===== src/rtl/csf_cfg.svh =====
/*
  Constants of the clock switch, fail-safe monitor and reset sequencer:
  register offsets, field positions, keys, encodings and timing figures.
  Assumes it is included by its bare name before any use.
*/
`ifndef CSF_CFG_SVH
`define CSF_CFG_SVH
// ----------------------------------------
// Register map and fields
// ----------------------------------------
`define CSF_ADDR_OSC 8'h00
`define CSF_ADDR_RST 8'h04
`define CSF_CUR_LSB 12
`define CSF_NEW_LSB 8
`define CSF_LOCK_BIT 5
`define CSF_CF_BIT 3
`define CSF_LPEN_BIT 1
`define CSF_GO_BIT 0
`define CSF_KEY_LO_A 8'h46
`define CSF_KEY_LO_B 8'h57
`define CSF_KEY_HI_A 8'h78
`define CSF_KEY_HI_B 8'h9A
`define CSF_RSTAT_RST 8'h03
`define CSF_RS_POR 0
`define CSF_RS_BOR 1
`define CSF_RS_EXT 2
`define CSF_RS_SW 3
`define CSF_RS_WDT 4
`define CSF_RS_SLP 5
`define CSF_RS_TRAP 6
`define CSF_RS_ILL 7
// ----------------------------------------
// Encodings
// ----------------------------------------
`define CSF_GRP_SEC 2'b00
`define CSF_GRP_FRC 2'b01
`define CSF_GRP_SLOW_INTERNAL_RC 2'b10
`define CSF_GRP_PRI 2'b11
`define CSF_PM_FRC4 4'h1
`define CSF_PM_FRC16 4'h3
`define CSF_PM_FRC8 4'hA
// ----------------------------------------
// Timing
// ----------------------------------------
`define CSF_CLK_NS 40
`define CSF_POWER_ON_DELAY_NS 10000
`define CSF_POWERUP_TIMER_A_MS 4
`define CSF_POWERUP_TIMER_B_MS 16
`define CSF_POWERUP_TIMER_C_MS 64
`define CSF_FILT_NS 400
`define CSF_WIN_TICKS 8
`endif


===== src/rtl/csf_pkg.sv =====
/*
  Types of the clock switch, fail-safe monitor and reset sequencer.
  Assumes nothing of its surroundings.
*/
package csf_pkg;
  typedef enum logic [2:0] {
    ST_POR  = 3'b000,
    ST_POWERUP_TIMER = 3'b001,
    ST_CHK  = 3'b010,
    ST_WQ1  = 3'b011,
    ST_RUN  = 3'b100
  } csf_state_t;
  typedef enum logic [1:0] {
    ULK_IDLE = 2'b00,
    ULK_KEY1 = 2'b01,
    ULK_OPEN = 2'b10
  } csf_ulk_t;
  typedef struct packed {
    logic primary;
    logic secondary;
    logic fast_internal_rc;
    logic slow_internal_rc;
    logic lp_keep;
  } csf_osc_sel_t;
  typedef struct packed {
    logic       act;
    logic       wr;
    logic       osc;
    logic       rst;
    logic [2:0] size;
    logic [1:0] lane;
  } csf_dphase_t;
endpackage


===== src/rtl/csf_top.sv =====
/*
  Clock group switch with write-unlock guard, fail-safe clock monitor and
  power-up reset sequencer, reached as an AHB-Lite slave.
  Assumes pins pass through this block's synchronisers, sys_clk_mon is a
  divided copy of the system clock, and same-clock inputs are pulses.
*/
// Our own choices: the address map and the AHB-Lite interface to the registers.
`timescale 1ns/1ps
`include "csf_cfg.svh"
module csf_top #(
  parameter int POWERUP_TIMER_A_CYC = `CSF_POWERUP_TIMER_A_MS * 1000000 / `CSF_CLK_NS,
  parameter int POWERUP_TIMER_B_CYC = `CSF_POWERUP_TIMER_B_MS * 1000000 / `CSF_CLK_NS,
  parameter int POWERUP_TIMER_C_CYC = `CSF_POWERUP_TIMER_C_MS * 1000000 / `CSF_CLK_NS
) (
  input  logic                  clk,
  input  logic                  rst_n,
  input  logic                  hsel,
  input  logic [7:0]            haddr,
  input  logic [1:0]            htrans,
  input  logic                  hwrite,
  input  logic [2:0]            hsize,
  input  logic [31:0]           hwdata,
  input  logic                  hready,
  output logic                  hreadyout,
  output logic                  hresp,
  output logic [31:0]           hrdata,
  input  logic [1:0]            monitor_select_cfg,
  input  logic [1:0]            initial_group_cfg,
  input  logic [3:0]            primary_mode_cfg,
  input  logic [1:0]            powerup_timer_cfg,
  input  logic                  soft_watchdog_enable,
  input  logic                  sleep_mode,
  input  logic                  por_pulse,
  input  logic                  brownout_reset,
  input  logic                  external_reset_pin_i,
  output logic                  external_reset_pin_o,
  output logic                  external_reset_pin_oe_n,
  input  logic                  watchdog_timeout,
  input  logic                  reset_instr,
  input  logic                  trap_lockup,
  input  logic                  illegal_op,
  input  logic                  slow_rc_clk,
  input  logic                  sys_clk_mon,
  input  logic                  pll_lock,
  input  logic                  osc_started,
  input  logic                  first_phase_clock,
  output logic                  internal_system_reset,
  output logic                  go_reset_vector,
  output logic                  clock_fail_trap,
  output logic                  core_clock_hold,
  output csf_pkg::csf_osc_sel_t osc_select,
  output logic                  slow_internal_rc_enable,
  output logic                  watchdog_tick
);
  localparam logic [20:0] POWER_ON_DELAY_M1 =
    21'((`CSF_POWER_ON_DELAY_NS + `CSF_CLK_NS - 1) / `CSF_CLK_NS - 1);
  localparam logic [5:0] FILT_M1 =
    6'((`CSF_FILT_NS + `CSF_CLK_NS - 1) / `CSF_CLK_NS - 1);
  localparam logic [3:0] WIN_M1 = 4'(`CSF_WIN_TICKS - 1);

  // ----------------------------------------
  // Pin synchronisers
  // ----------------------------------------
  logic [6:0] sy1_reg;
  logic [6:0] sy2_reg;
  logic [6:0] sy3_reg;
  wire  [6:0] pin_in = {osc_started, pll_lock, sys_clk_mon, slow_rc_clk,
                        external_reset_pin_i, brownout_reset, por_pulse};

  always_ff @(posedge clk or negedge rst_n) begin
    if (!rst_n) begin
      sy1_reg <= 7'h04;
      sy2_reg <= 7'h04;
      sy3_reg <= 7'h04;
    end else begin
      sy1_reg <= pin_in;
      sy2_reg <= sy1_reg;
      sy3_reg <= sy2_reg;
    end
  end

  wire por_rise  = sy2_reg[0] & ~sy3_reg[0];
  wire bor_rise  = sy2_reg[1] & ~sy3_reg[1];
  wire pin_low   = ~sy2_reg[2];
  wire slow_tick = sy2_reg[3] & ~sy3_reg[3];
  wire mon_edge  = sy2_reg[4] ^ sy3_reg[4];
  wire lock_s    = sy2_reg[5];
  wire ost_s     = sy2_reg[6];

  // ----------------------------------------
  // Reset pin filter
  // ----------------------------------------
  // Pin is input only, so internal resets can never pull it low
  assign external_reset_pin_o    = 1'b1;
  assign external_reset_pin_oe_n = 1'b1;

  logic [5:0] filt_reg;
  wire        ext_evt = pin_low & (filt_reg == FILT_M1);
  wire [5:0]  filt_next = !pin_low ? 6'h00 :
                          (filt_reg == FILT_M1) ? 6'h3F :
                          (filt_reg == 6'h3F) ? filt_reg : filt_reg + 6'h01;

  always_ff @(posedge clk or negedge rst_n) begin
    if (!rst_n) filt_reg <= 6'h00;
    else        filt_reg <= filt_next;
  end

  // ----------------------------------------
  // Configuration decode
  // ----------------------------------------
  wire switch_en = ~monitor_select_cfg[1];
  wire mon_en    = (monitor_select_cfg == 2'b00);
  wire pll_used  = (primary_mode_cfg[2] & |primary_mode_cfg[1:0]) |
                   (primary_mode_cfg == `CSF_PM_FRC4) |
                   (primary_mode_cfg == `CSF_PM_FRC16) |
                   (primary_mode_cfg == `CSF_PM_FRC8);
  // External RC and clock input need no start-up
  wire pri_noxtal = primary_mode_cfg[3] & ~pll_used;
  wire pri_ready  = (pri_noxtal | ost_s) & (~pll_used | lock_s);

  // ----------------------------------------
  // Failure detector window
  // ----------------------------------------
  logic [3:0] win_reg;
  logic [3:0] edge_reg;
  logic       alive_reg;
  wire        win_end   = slow_tick & (win_reg == WIN_M1);
  wire        no_edge   = (edge_reg == 4'h0) & ~mon_edge;
  wire        sys_alive = alive_reg | (edge_reg != 4'h0);
  wire [3:0]  win_next  = !slow_tick ? win_reg :
                          win_end ? 4'h0 : win_reg + 4'h1;
  wire [3:0]  edge_next = win_end ? {3'b000, mon_edge} :
                          (mon_edge & ~&edge_reg) ? edge_reg + 4'h1 : edge_reg;

  always_ff @(posedge clk or negedge rst_n) begin
    if (!rst_n) begin
      win_reg   <= 4'h0;
      edge_reg  <= 4'h0;
      alive_reg <= 1'b0;
    end else begin
      win_reg  <= win_next;
      edge_reg <= edge_next;
      if (win_end) alive_reg <= ~no_edge;
    end
  end

  // ----------------------------------------
  // Power-up sequencer
  // ----------------------------------------
  csf_pkg::csf_state_t state_reg;
  csf_pkg::csf_state_t state_next;
  logic [20:0]         cnt_reg;
  logic [20:0]         cnt_next;
  logic                internal_system_reset_reg;
  logic                vec_reg;
  logic                sleep_d_reg;

  wire pwr_evt   = por_rise | bor_rise;
  wire other_rst = ext_evt | watchdog_timeout | reset_instr | trap_lockup |
                   illegal_op;
  wire st_por    = (state_reg == csf_pkg::ST_POR);
  wire st_chk    = (state_reg == csf_pkg::ST_CHK);
  wire st_run    = (state_reg == csf_pkg::ST_RUN);
  wire wake      = sleep_d_reg & ~sleep_mode;
  wire [20:0] powerup_timer_lim = (powerup_timer_cfg == 2'b00) ? 21'd0 :
                         (powerup_timer_cfg == 2'b01) ? 21'(POWERUP_TIMER_A_CYC) :
                         (powerup_timer_cfg == 2'b10) ? 21'(POWERUP_TIMER_B_CYC) :
                         21'(POWERUP_TIMER_C_CYC);
  wire powerup_timer_done = (powerup_timer_lim == 21'd0) | (cnt_reg == powerup_timer_lim - 21'd1);

  always_comb begin
    state_next = state_reg;
    cnt_next   = cnt_reg + 21'd1;
    if (pwr_evt) begin
      state_next = csf_pkg::ST_POR;
      cnt_next   = 21'd0;
    end else if (other_rst & st_run) begin
      state_next = csf_pkg::ST_WQ1;
    end else begin
      case (state_reg)
        csf_pkg::ST_POR: begin
          if (cnt_reg == POWER_ON_DELAY_M1) begin
            state_next = csf_pkg::ST_POWERUP_TIMER;
            cnt_next   = 21'd0;
          end
        end
        csf_pkg::ST_POWERUP_TIMER: begin
          if (powerup_timer_done) begin
            state_next = csf_pkg::ST_CHK;
          end
        end
        csf_pkg::ST_CHK: begin
          state_next = csf_pkg::ST_WQ1;
        end
        csf_pkg::ST_WQ1: begin
          if (first_phase_clock) begin
            state_next = csf_pkg::ST_RUN;
          end
        end
        csf_pkg::ST_RUN: begin
          state_next = csf_pkg::ST_RUN;
        end
        default: begin
          state_next = csf_pkg::ST_POR;
        end
      endcase
    end
    if (state_next == csf_pkg::ST_RUN || state_next == csf_pkg::ST_WQ1) begin
      cnt_next = 21'd0;
    end
  end

  always_ff @(posedge clk or negedge rst_n) begin
    if (!rst_n) begin
      state_reg   <= csf_pkg::ST_POR;
      cnt_reg     <= 21'd0;
      internal_system_reset_reg  <= 1'b1;
      vec_reg     <= 1'b0;
      sleep_d_reg <= 1'b0;
    end else begin
      state_reg   <= state_next;
      cnt_reg     <= cnt_next;
      internal_system_reset_reg  <= (state_next != csf_pkg::ST_RUN);
      vec_reg     <= (state_reg == csf_pkg::ST_WQ1) & first_phase_clock;
      sleep_d_reg <= sleep_mode;
    end
  end

  assign internal_system_reset = internal_system_reset_reg;
  assign go_reset_vector       = vec_reg;

  // ----------------------------------------
  // AHB-Lite slave
  // ----------------------------------------
  csf_pkg::csf_dphase_t dp_reg;
  logic [31:0]          rdat_reg;
  wire  ap_take = hsel & htrans[1] & hready;
  wire  ap_osc  = (haddr[7:2] == 6'(`CSF_ADDR_OSC >> 2));
  wire  ap_rst  = (haddr[7:2] == 6'(`CSF_ADDR_RST >> 2));
  wire csf_pkg::csf_dphase_t dp_next = '{act: ap_take, wr: ap_take & hwrite,
                                         osc: ap_osc, rst: ap_rst,
                                         size: hsize, lane: haddr[1:0]};

  // ----------------------------------------
  // Unlock guards, one per byte lane
  // ----------------------------------------
  csf_pkg::csf_ulk_t ulk_reg [2];
  logic [1:0]        wr_ok;

  for (genvar l = 0; l < 2; l++) begin : g_lane
    wire [7:0] wb    = hwdata[8*l +: 8];
    wire [7:0] key_a = (l == 0) ? `CSF_KEY_LO_A : `CSF_KEY_HI_A;
    wire [7:0] key_b = (l == 0) ? `CSF_KEY_LO_B : `CSF_KEY_HI_B;
    wire       bw    = dp_reg.wr & dp_reg.osc & (dp_reg.size == 3'b000) &
                       (dp_reg.lane == 2'(l));
    csf_pkg::csf_ulk_t nx;
    always_comb begin
      nx = csf_pkg::ULK_IDLE;
      case (ulk_reg[l])
        csf_pkg::ULK_IDLE: nx = (bw & (wb == key_a)) ? csf_pkg::ULK_KEY1 :
                                csf_pkg::ULK_IDLE;
        csf_pkg::ULK_KEY1: nx = (bw & (wb == key_b)) ? csf_pkg::ULK_OPEN :
                                csf_pkg::ULK_IDLE;
        csf_pkg::ULK_OPEN: nx = csf_pkg::ULK_IDLE;
        default:           nx = csf_pkg::ULK_IDLE;
      endcase
    end
    assign wr_ok[l] = bw & (ulk_reg[l] == csf_pkg::ULK_OPEN);
    always_ff @(posedge clk or negedge rst_n) begin
      if (!rst_n)          ulk_reg[l] <= csf_pkg::ULK_IDLE;
      else if (dp_reg.act) ulk_reg[l] <= nx;
    end
  end

  // ----------------------------------------
  // Oscillator control state
  // ----------------------------------------
  logic [1:0] cur_reg;
  logic [1:0] new_reg;
  logic       go_reg;
  logic       cf_reg;
  logic       lpen_reg;
  logic       trap_reg;
  wire [7:0]  wb_lo = hwdata[7:0];
  wire [7:0]  wb_hi = hwdata[15:8];

  function automatic logic grp_ready(input logic [1:0] g, input logic pri,
                                     input logic lp);
    case (g)
      `CSF_GRP_PRI: grp_ready = pri;
      `CSF_GRP_SEC: grp_ready = lp;
      default:      grp_ready = 1'b1;
    endcase
  endfunction

  // Switching disabled: config drives the clock, field just reports it
  wire [1:0] cur_grp   = switch_en ? cur_reg : initial_group_cfg;
  wire       cur_ready = grp_ready(cur_grp, pri_ready, lpen_reg);
  wire       new_ready = grp_ready(new_reg, pri_ready, lpen_reg);
  wire       mon_armed = mon_en & ~sleep_mode & (cur_grp != `CSF_GRP_FRC);
  wire       fail_evt  = mon_armed & ((st_run & win_end & no_edge) |
                         (st_chk & ~(cur_ready & sys_alive)) |
                         (st_run & wake & ~cur_ready));
  wire       sw_done   = go_reg & new_ready & ~wr_ok[0] & ~fail_evt;

  always_ff @(posedge clk or negedge rst_n) begin
    if (!rst_n) begin
      cur_reg  <= `CSF_GRP_PRI;
      new_reg  <= `CSF_GRP_PRI;
      go_reg   <= 1'b0;
      cf_reg   <= 1'b0;
      lpen_reg <= 1'b0;
      trap_reg <= 1'b0;
    end else begin
      trap_reg <= fail_evt;
      if (st_por) begin
        cur_reg <= initial_group_cfg;
        new_reg <= initial_group_cfg;
        go_reg  <= 1'b0;
        cf_reg  <= 1'b0;
      end else if (fail_evt) begin
        cur_reg <= `CSF_GRP_FRC;
        cf_reg  <= 1'b1;
        go_reg  <= 1'b0;
      end else begin
        if (wr_ok[0]) go_reg <= wb_lo[`CSF_GO_BIT] & switch_en;
        else if (sw_done) go_reg <= 1'b0;
        if (sw_done) cur_reg <= new_reg;
      end
      if (wr_ok[0]) lpen_reg <= wb_lo[`CSF_LPEN_BIT];
      if (wr_ok[1] & ~st_por) new_reg <= wb_hi[`CSF_NEW_LSB - 8 +: 2];
    end
  end

  // ----------------------------------------
  // Reset cause status
  // ----------------------------------------
  logic [7:0] rstat_reg;
  wire  [7:0] rs_set = (8'(por_rise) << `CSF_RS_POR) |
                       (8'(pwr_evt) << `CSF_RS_BOR) |
                       (8'(ext_evt) << `CSF_RS_EXT) |
                       (8'(reset_instr) << `CSF_RS_SW) |
                       (8'(watchdog_timeout) << `CSF_RS_WDT) |
                       (8'(ext_evt & sleep_mode) << `CSF_RS_SLP) |
                       (8'(trap_lockup) << `CSF_RS_TRAP) |
                       (8'(illegal_op) << `CSF_RS_ILL);
  wire  [7:0] rs_clr = (dp_reg.wr & dp_reg.rst & (dp_reg.lane == 2'b00)) ?
                       hwdata[7:0] : 8'h00;

  always_ff @(posedge clk or negedge rst_n) begin
    if (!rst_n) rstat_reg <= `CSF_RSTAT_RST;
    else        rstat_reg <= (rstat_reg & ~rs_clr) | rs_set;
  end

  // ----------------------------------------
  // Read data and bus answer
  // ----------------------------------------
  wire [15:0] osc_view = (16'(cur_grp) << `CSF_CUR_LSB) |
                         (16'(new_reg) << `CSF_NEW_LSB) |
                         (16'(lock_s) << `CSF_LOCK_BIT) |
                         (16'(cf_reg) << `CSF_CF_BIT) |
                         (16'(lpen_reg) << `CSF_LPEN_BIT) |
                         (16'(go_reg) << `CSF_GO_BIT);
  wire [31:0] rd_word  = ap_osc ? {16'h0000, osc_view} :
                         ap_rst ? {24'h000000, rstat_reg} : 32'h00000000;

  always_ff @(posedge clk or negedge rst_n) begin
    if (!rst_n) begin
      dp_reg   <= '0;
      rdat_reg <= 32'h00000000;
    end else begin
      dp_reg <= dp_next;
      if (ap_take & ~hwrite) rdat_reg <= rd_word;
    end
  end

  assign hreadyout = 1'b1;
  assign hresp     = 1'b0;
  assign hrdata    = rdat_reg;

  // ----------------------------------------
  // Clock source outputs
  // ----------------------------------------
  csf_pkg::csf_osc_sel_t osel_reg;
  logic                  hold_reg;
  logic                  slow_en_reg;
  logic                  wdt_reg;
  wire csf_pkg::csf_osc_sel_t osel_next = '{
    primary:   (cur_grp == `CSF_GRP_PRI),
    secondary: (cur_grp == `CSF_GRP_SEC) & lpen_reg,
    fast_internal_rc:       (cur_grp == `CSF_GRP_FRC),
    slow_internal_rc:      (cur_grp == `CSF_GRP_SLOW_INTERNAL_RC),
    lp_keep:   lpen_reg};
  // PLL lock gates the core clock; dead clock with no monitor freezes it
  wire hold_next = ((cur_grp == `CSF_GRP_PRI) & pll_used & ~lock_s) |
                   (~mon_en & ~sys_alive);
  wire slow_next = mon_en ? ~sleep_mode :
                   (soft_watchdog_enable | ~st_run |
                    (cur_grp == `CSF_GRP_SLOW_INTERNAL_RC));

  always_ff @(posedge clk or negedge rst_n) begin
    if (!rst_n) begin
      osel_reg    <= '0;
      hold_reg    <= 1'b1;
      slow_en_reg <= 1'b1;
      wdt_reg     <= 1'b0;
    end else begin
      osel_reg    <= osel_next;
      hold_reg    <= hold_next;
      slow_en_reg <= slow_next;
      wdt_reg     <= slow_tick;
    end
  end

  assign osc_select              = osel_reg;
  assign core_clock_hold         = hold_reg;
  assign slow_internal_rc_enable = slow_en_reg;
  assign watchdog_tick           = wdt_reg;
  assign clock_fail_trap         = trap_reg;

endmodule


===== config.mk =====
export PLATFORM = sky130hd
export DESIGN_NAME = csf_top
export DESIGN_NICKNAME = d
export VERILOG_FILES = /design/src/rtl/csf_pkg.sv /design/src/rtl/csf_top.sv
export VERILOG_INCLUDE_DIRS = /design/src /design/src/rtl
export SDC_FILE = /design/constraint.sdc
export NUM_CORES = 1
export LEC_CHECK = 0
export ABC_AREA = 1
export BUFFER_PORTS_ARGS = -buffer_cell sky130_fd_sc_hd__clkbuf_2
export CORE_MARGIN = 1
export CORE_UTILIZATION = 40
export DETAILED_ROUTE_END_ITERATION = 10
export GPL_ROUTABILITY_DRIVEN = 1
export GPL_TIMING_DRIVEN = 1
export PLACE_DENSITY = 0.66
export SLEW_MARGIN = 5
export SYNTH_ARGS = -nofsm -noshare
export SYNTH_HDL_FRONTEND = slang
export SYNTH_SLANG_ARGS = --single-unit

===== constraint.sdc =====
create_clock -name clk -period 2.1 [get_ports clk]
set_clock_uncertainty 0.05 [all_clocks]
set_input_delay 0.21 -clock clk [delete_from_list [all_inputs] [get_ports clk]]
set_output_delay 0.21 -clock clk [all_outputs]
set_load 0.03 [all_outputs]

==> out/metrics.cfg, run 1 <==
[clocking]
clk_pin_slew_ns=0.08
cts.path.max_buffers=2
numClockSinks=109
insertion_delay_ns=0.35
cts_root_buf=clkbuf_16
cts_tree=done
h-tree-depth=3
cts_buffers=9

[place]
dp_hpwl_um=9520
dp.cells=907
preCtsSetupSlack_ns=-0.0215
finalWeightedCongestion=0.909
io_buffer_count=79

[synth]
syn_area_mm2=0.00549
yosys_warnings=0
yosysSeqAreaShare=0.500
ys_seq_elements=109
syn_avg_cell_area_um2=8.58
synth_edf_count=0
async_reset_ff_frac=1.00
ys_types=46
ys.flop_type=dfrtp_1
syn_inst=639

[timing]
hold_viol=0
worst_slack_ns=0.136
timing.fmax_mhz=509
finalSetupTns_ns=0
period_share=0.935
rsz0062_at_grt=false
slew_headroom=0.453
setup_violations=0
fin_crit_ns=1.96
worst_pin_slew_ns=0.813
drv_slew=0

[power_and_ir_drop]
p_seq_frac=0.482
clkPwrFrac=0.385
irDropWorstVdd_mv=0.388
swShare=0.264
p_comb_frac=0.133
p_leak_nw=3.36
p_int_w=0.00357
cellPowerDensity_mw_per_mm2=732
netSwitchingPower_w=0.00128

[global_routing]
grt_max_degree=48
antenna_found_initial=0
grt_pass1_wl_um=21100
first_global_vias=4571
grt_use_total=0.188
overflow=0

[route]
drtIter0Drc=250
drtAntennaViolNets=0
via_per_inst=4.78
dr.pass1.iters=4
drc=0
wire_per_inst_um=13.3
vias=4482
routed_wl_um=12500

[critical_path]
start_kind=flip-flop
cp-end-kind=flip-flop
critPathRequiredTime_ns=2.35
path_class=flip-flop to flip-flop
cp_max_fo=8
cp.arrival_ns=2.21

[layout]
largest_reg_flops=21
layout-drive-gt1-share=0.219
finalNonFillerCells=938
num-nets-final=849
antennaDiodeCount=0
syn_to_final_growth_pct=20.9

[worst_hold_path]
hold_class=input port to flip-flop

[die]
pin_count=121
dieArea_mm2=0.0142
core_mm2=0.0133
dieHeight_um=119
die_w_um=119
start_util=0.413
rows=42

[job]
maxCapViolCount=0

[status]
outcome=complete, no violations

cell usage in the layout (no fill, tap or decap), drive strengths merged, types with 4 or more instances in the layout:
| master | count |
|---|---|
| o21bai | 4 |
| nand2 | 117 |
| nor2 | 73 |
| o211ai | 5 |
| dfstp | 11 |
| o22ai | 4 |
| dfrtp | 98 |
| ha | 18 |
| a21oi | 13 |
| inv | 106 |
| buf | 22 |
| conb | 24 |
| nor4 | 5 |
| clkbuf | 88 |
| nand4 | 12 |
| nand3 | 53 |
| dlygate4sd3 | 14 |
| nor3 | 15 |
| o31ai | 4 |
| or2 | 9 |
| xor2 | 8 |
| o21ai | 37 |
worst max-delay path, cell delays in order, from the launching register on:
cell	delay, ns
dfstp_2	0.54
o21ai_1	0.09
ha_1	0.20
nand2_1	0.06
inv_1	0.06
or2_2	0.28
a21oi_1	0.13
nand2_1	0.07
nand2_1	0.09
nand2_4	0.09
nand3_1	0.09
nand3_1	0.09
nand2_1	0.08
power by group through the flow:
stage                     clock network, W  logic [W]  registers, W
after global placement                   0   0.000594       0.00237
after CTS                          0.00191   0.000644       0.00234
after detailed placement                 0   0.000620       0.00238
after floorplan                          0   0.000403       0.00239
after global routing               0.00200   0.000745       0.00236
final                              0.00187   0.000643       0.00234
layer usage:
metal	vias to the layer above	GRT usage	wire, um
met5	-	0	0
met4	0	0.0807	268
met3	24	0.0302	532
met2	111	0.317	6050
met1	2097	0.237	5630
li1	2250	-	-
area by class of cell:
cell class	count	area [um2]
clock buffer	10	239
timing repair buffer	114	721
inverter	105	394
multi-input combinational	418	2220
fill	1258	6660
sequential	109	2740
clock inverter	6	92.6
tap	176	220
per-stage QoR:
stage / hold WS [ns] / total power, W / util / instance area, um2
2_1_floorplan: -0.136 / 0.00279 / - / 5570
3_3_place_gp: 0.0964 / 0.00297 / 0.462 / 6140
3_5_place_dp: 0.0961 / 0.00300 / 0.462 / 6140
4_1_cts: 0.0128 / 0.00490 / 0.497 / 6610
5_1_grt: 0.0235 / 0.00510 / 0.499 / 6630
6_report: 0.0210 / 0.00485 / 0.499 / 6630
cell usage after synthesis, types with 4 or more instances:
cell | instances | area share
inv_1 | 99 | 0.068
o21ai_0 | 34 | 0.031
o211ai_1 | 5 | 0.0068
o21bai_1 | 4 | 0.0055
inv_2 | 5 | 0.0034
buf_4 | 25 | 0.034
nor3_1 | 12 | 0.011
o22ai_1 | 4 | 0.0046
dfrtp_1 | 98 | 0.45
nand3_1 | 50 | 0.046
ha_1 | 18 | 0.041
nor2_2 | 9 | 0.010
xor2_1 | 8 | 0.013
nand2_1 | 110 | 0.075
nand2_2 | 6 | 0.0068
or2_2 | 7 | 0.0080
a21oi_1 | 13 | 0.012
dfstp_2 | 11 | 0.053
nor2_1 | 62 | 0.042
nor4_1 | 4 | 0.0046
nand4_1 | 12 | 0.014
o31ai_1 | 4 | 0.0055
path summary, 6_finish.rpt:
check                      cells after the start     endpoint  slack, ns  startpoint
max in group asynchronous                      3   new_reg[1]       1.09       rst_n
setup reg to reg                              12   cur_reg[0]       0.14  cur_reg[0]
setup / recovery                              12   cur_reg[0]       0.14  cur_reg[0]
hold / removal                                 3    dp_reg[7]       0.02      hwrite
min in group asynchronous                      2  filt_reg[3]       0.26       rst_n
hold reg to reg                                0   sy2_reg[3]       0.30  sy1_reg[3]
logic make-up (layout without fill, tap and decap cells):
group,Yosys count,after routing,share of synthesized area
other cells,2,24,0.00137
buf+inv,134,235,0.112
compound gates,77,77,0.0835
simple gates,290,290,0.248
flops,109,109,0.500
fa+ha+maj,18,18,0.0411
xor+xnor,9,9,0.0144
repair_timing:
action	4_1_cts	5_1_grt
endpoints found under the setup margin	0	8
hold endpoints to repair	32	0
setup buffers	0	1
hold buffers	14	0
gates resized for setup	0	3
(Power assumes the default switching activity.)
==> run 2, diff against run 1 <==
- PLACE_DENSITY: 0.66 -> unset
- clock period: 2.1 -> 2.4 ns (I/O delays scaled with it)
==> run 2 against run 1 <==
Effect of this change: wire length shrank 1.0%; via count shrank 0.78%; first-iteration DRC count shrank 26%; global-route usage shrank 0.25 points; largest power group unchanged; clock-buffer cell count grew 1; critical path type unchanged; combinational power shrank 15%; sequential power shrank 12%.
==> out/metrics.cfg, run 2 (synthesis gave the netlist of run 1 again) <==
[status]
outcome=complete, no violations

[route]
dr.pass1.iters=4  ; unchanged
via_per_inst=4.81  ; +0.61%
drtAntennaViolNets=0  ; unchanged
routed_wl_um=12300  ; -1.0%
wire_per_inst_um=13.3  ; +0.36%
drc=0  ; unchanged
vias=4447  ; -0.78%
drtIter0Drc=186  ; -26%

[timing]
rsz0062_at_grt=false
fin_crit_ns=1.99  ; +0.0293 ns
finalSetupTns_ns=0  ; unchanged
setup_violations=0  ; unchanged
drv_slew=0  ; unchanged
period_share=0.831  ; -0.105
timing.fmax_mhz=502  ; -1.5%
slew_headroom=0.429  ; -0.0241
hold_viol=0  ; unchanged
worst_pin_slew_ns=0.849  ; +0.0358 ns

[global_routing]
grt_max_degree=57  ; +19%
overflow=0  ; unchanged
grt_pass1_wl_um=20700  ; -1.9%
first_global_vias=4315  ; -5.6%
grt_use_total=0.185  ; -0.00245
antenna_found_initial=0  ; unchanged

[clocking]
numClockSinks=109  ; unchanged
post-cts-setup-buffers=0  ; unchanged
cts.path.max_buffers=2  ; unchanged
cts_root_buf=clkbuf_16
clk_pin_slew_ns=0.07  ; about the same
cts_buffers=9  ; unchanged
insertion_delay_ns=0.35  ; about the same
h-tree-depth=3  ; unchanged
cts_tree=done

[critical_path]
cp-end-kind=flip-flop
start_kind=flip-flop
path_class=flip-flop to flip-flop
critPathRequiredTime_ns=2.65  ; +0.30 ns
cp.arrival_ns=2.24  ; +0.03 ns
cp_max_fo=8  ; unchanged

[die]
core_mm2=0.0133  ; unchanged
die_w_um=119  ; unchanged
pin_count=121  ; unchanged
start_util=0.413  ; unchanged
dieHeight_um=119  ; unchanged
dieArea_mm2=0.0142  ; unchanged
rows=42  ; unchanged

[place]
finalWeightedCongestion=0.854  ; -6.1%
io_buffer_count=79  ; unchanged
dp_hpwl_um=9410  ; -1.2%
dp.cells=895  ; -1.3%

[worst_hold_path]
hold_class=input port to flip-flop

[job]
maxCapViolCount=0  ; unchanged

[layout]
final_util=0.488  ; -0.0107
layout_commonest_cell=nand2_1
layout-drive-gt1-share=0.204  ; -0.0149
nFillCells=1288  ; +2.4%
largest_reg_flops=21  ; unchanged
final_cell_mix=110 x nand2_1, 99 x inv_1, 98 x dfrtp_1
antennaDiodeCount=0  ; unchanged
multi_input_area_mm2=0.00221  ; -0.45%
syn_to_final_growth_pct=18.3
finalNonFillerCells=925  ; -1.4%
regArea_mm2=0.00274  ; unchanged
num-nets-final=836  ; -1.5%

[power_and_ir_drop]
cellPowerDensity_mw_per_mm2=625  ; -15%
irDropWorstVdd_mv=0.465  ; +20%
p_leak_nw=3.27  ; -2.8%

==> run 2: changes by cell type in the layout (fill, tap and decap cells not counted), moves of 2 or more <==
cell,change
inv_6,-2
buf_4,-13
bufinv_16,-2
clkinv_4,+2
==> run 2: metrics by stage <==
step,power [W],instance area [um2],setup WS (ns),hold WS (ns)
6_report,0.00405,6490,0.406,0.0616
5_1_grt,0.00428,6490,0.195,0.0514
4_1_cts,0.00411,6490,0.378,0.0451
3_5_place_dp,0.00262,6050,0.220,0.142
3_3_place_gp,0.00259,6050,0.257,0.136
2_1_floorplan,0.00245,5570,0.526,-0.106
==> run 2: final timing paths <==
path / start / end / slack, ns / depth (start not counted)
max: cur_reg[0] / cur_reg[0] / 0.41 / 10
min: hwrite / dp_reg[7] / 0.06 / 3
max reg2reg: cur_reg[0] / cur_reg[0] / 0.41 / 10
min reg2reg: sy1_reg[6] / sy2_reg[6] / 0.30 / 0
max in group asynchronous: rst_n / rstat_reg[0] / 1.25 / 3
min in group asynchronous: rst_n / hrdata[7] / 0.31 / 2
==> run 2: where the power goes <==
group | leakage [nW] | switching (W) | internal, W | total, W
registers | 1.36 | 0.0000825 | 0.00197 | 0.00205
clock network | 0.140 | 0.000682 | 0.000772 | 0.00145
logic | 1.76 | 0.000351 | 0.000199 | 0.000549
==> run 2: area by class of cell <==
class / count / share of cell area
clock buffers: 11 / 0.0390
clock inverters: 5 / 0.00675
inverters: 105 / 0.0607
multi-input cells: 418 / 0.341
flip-flops and latches: 109 / 0.422
well taps: 176 / 0.0339
repair buffers: 101 / 0.0960
==> run 2: repair_timing <==
action / CTS / global route
gates resized for setup: 0 / 0
hold endpoints to repair: 39 / 0
hold buffers: 14 / 0
==> run 2: worst max-delay path: stages (launching register included) <==
cell and delay (ns):
dfstp_2 0.54, o21ai_0 0.12, ha_1 0.30, or2_2 0.29, a21oi_1 0.12, nand2_1 0.06, nand2_1 0.06, nand2_2 0.11
nand3_1 0.12, nand3_1 0.09, nand2_1 0.07
==> run 2: metal layers <==
layer / vias up / GRT usage / part of all wire
li1: 2215 / - / -
met1: 2132 / 0.243 / 0.47
met2: 94 / 0.307 / 0.48
met3: 6 / 0.0465 / 0.041
met4: 0 / 0.0435 / 0.0074
met5: - / 0 / 0
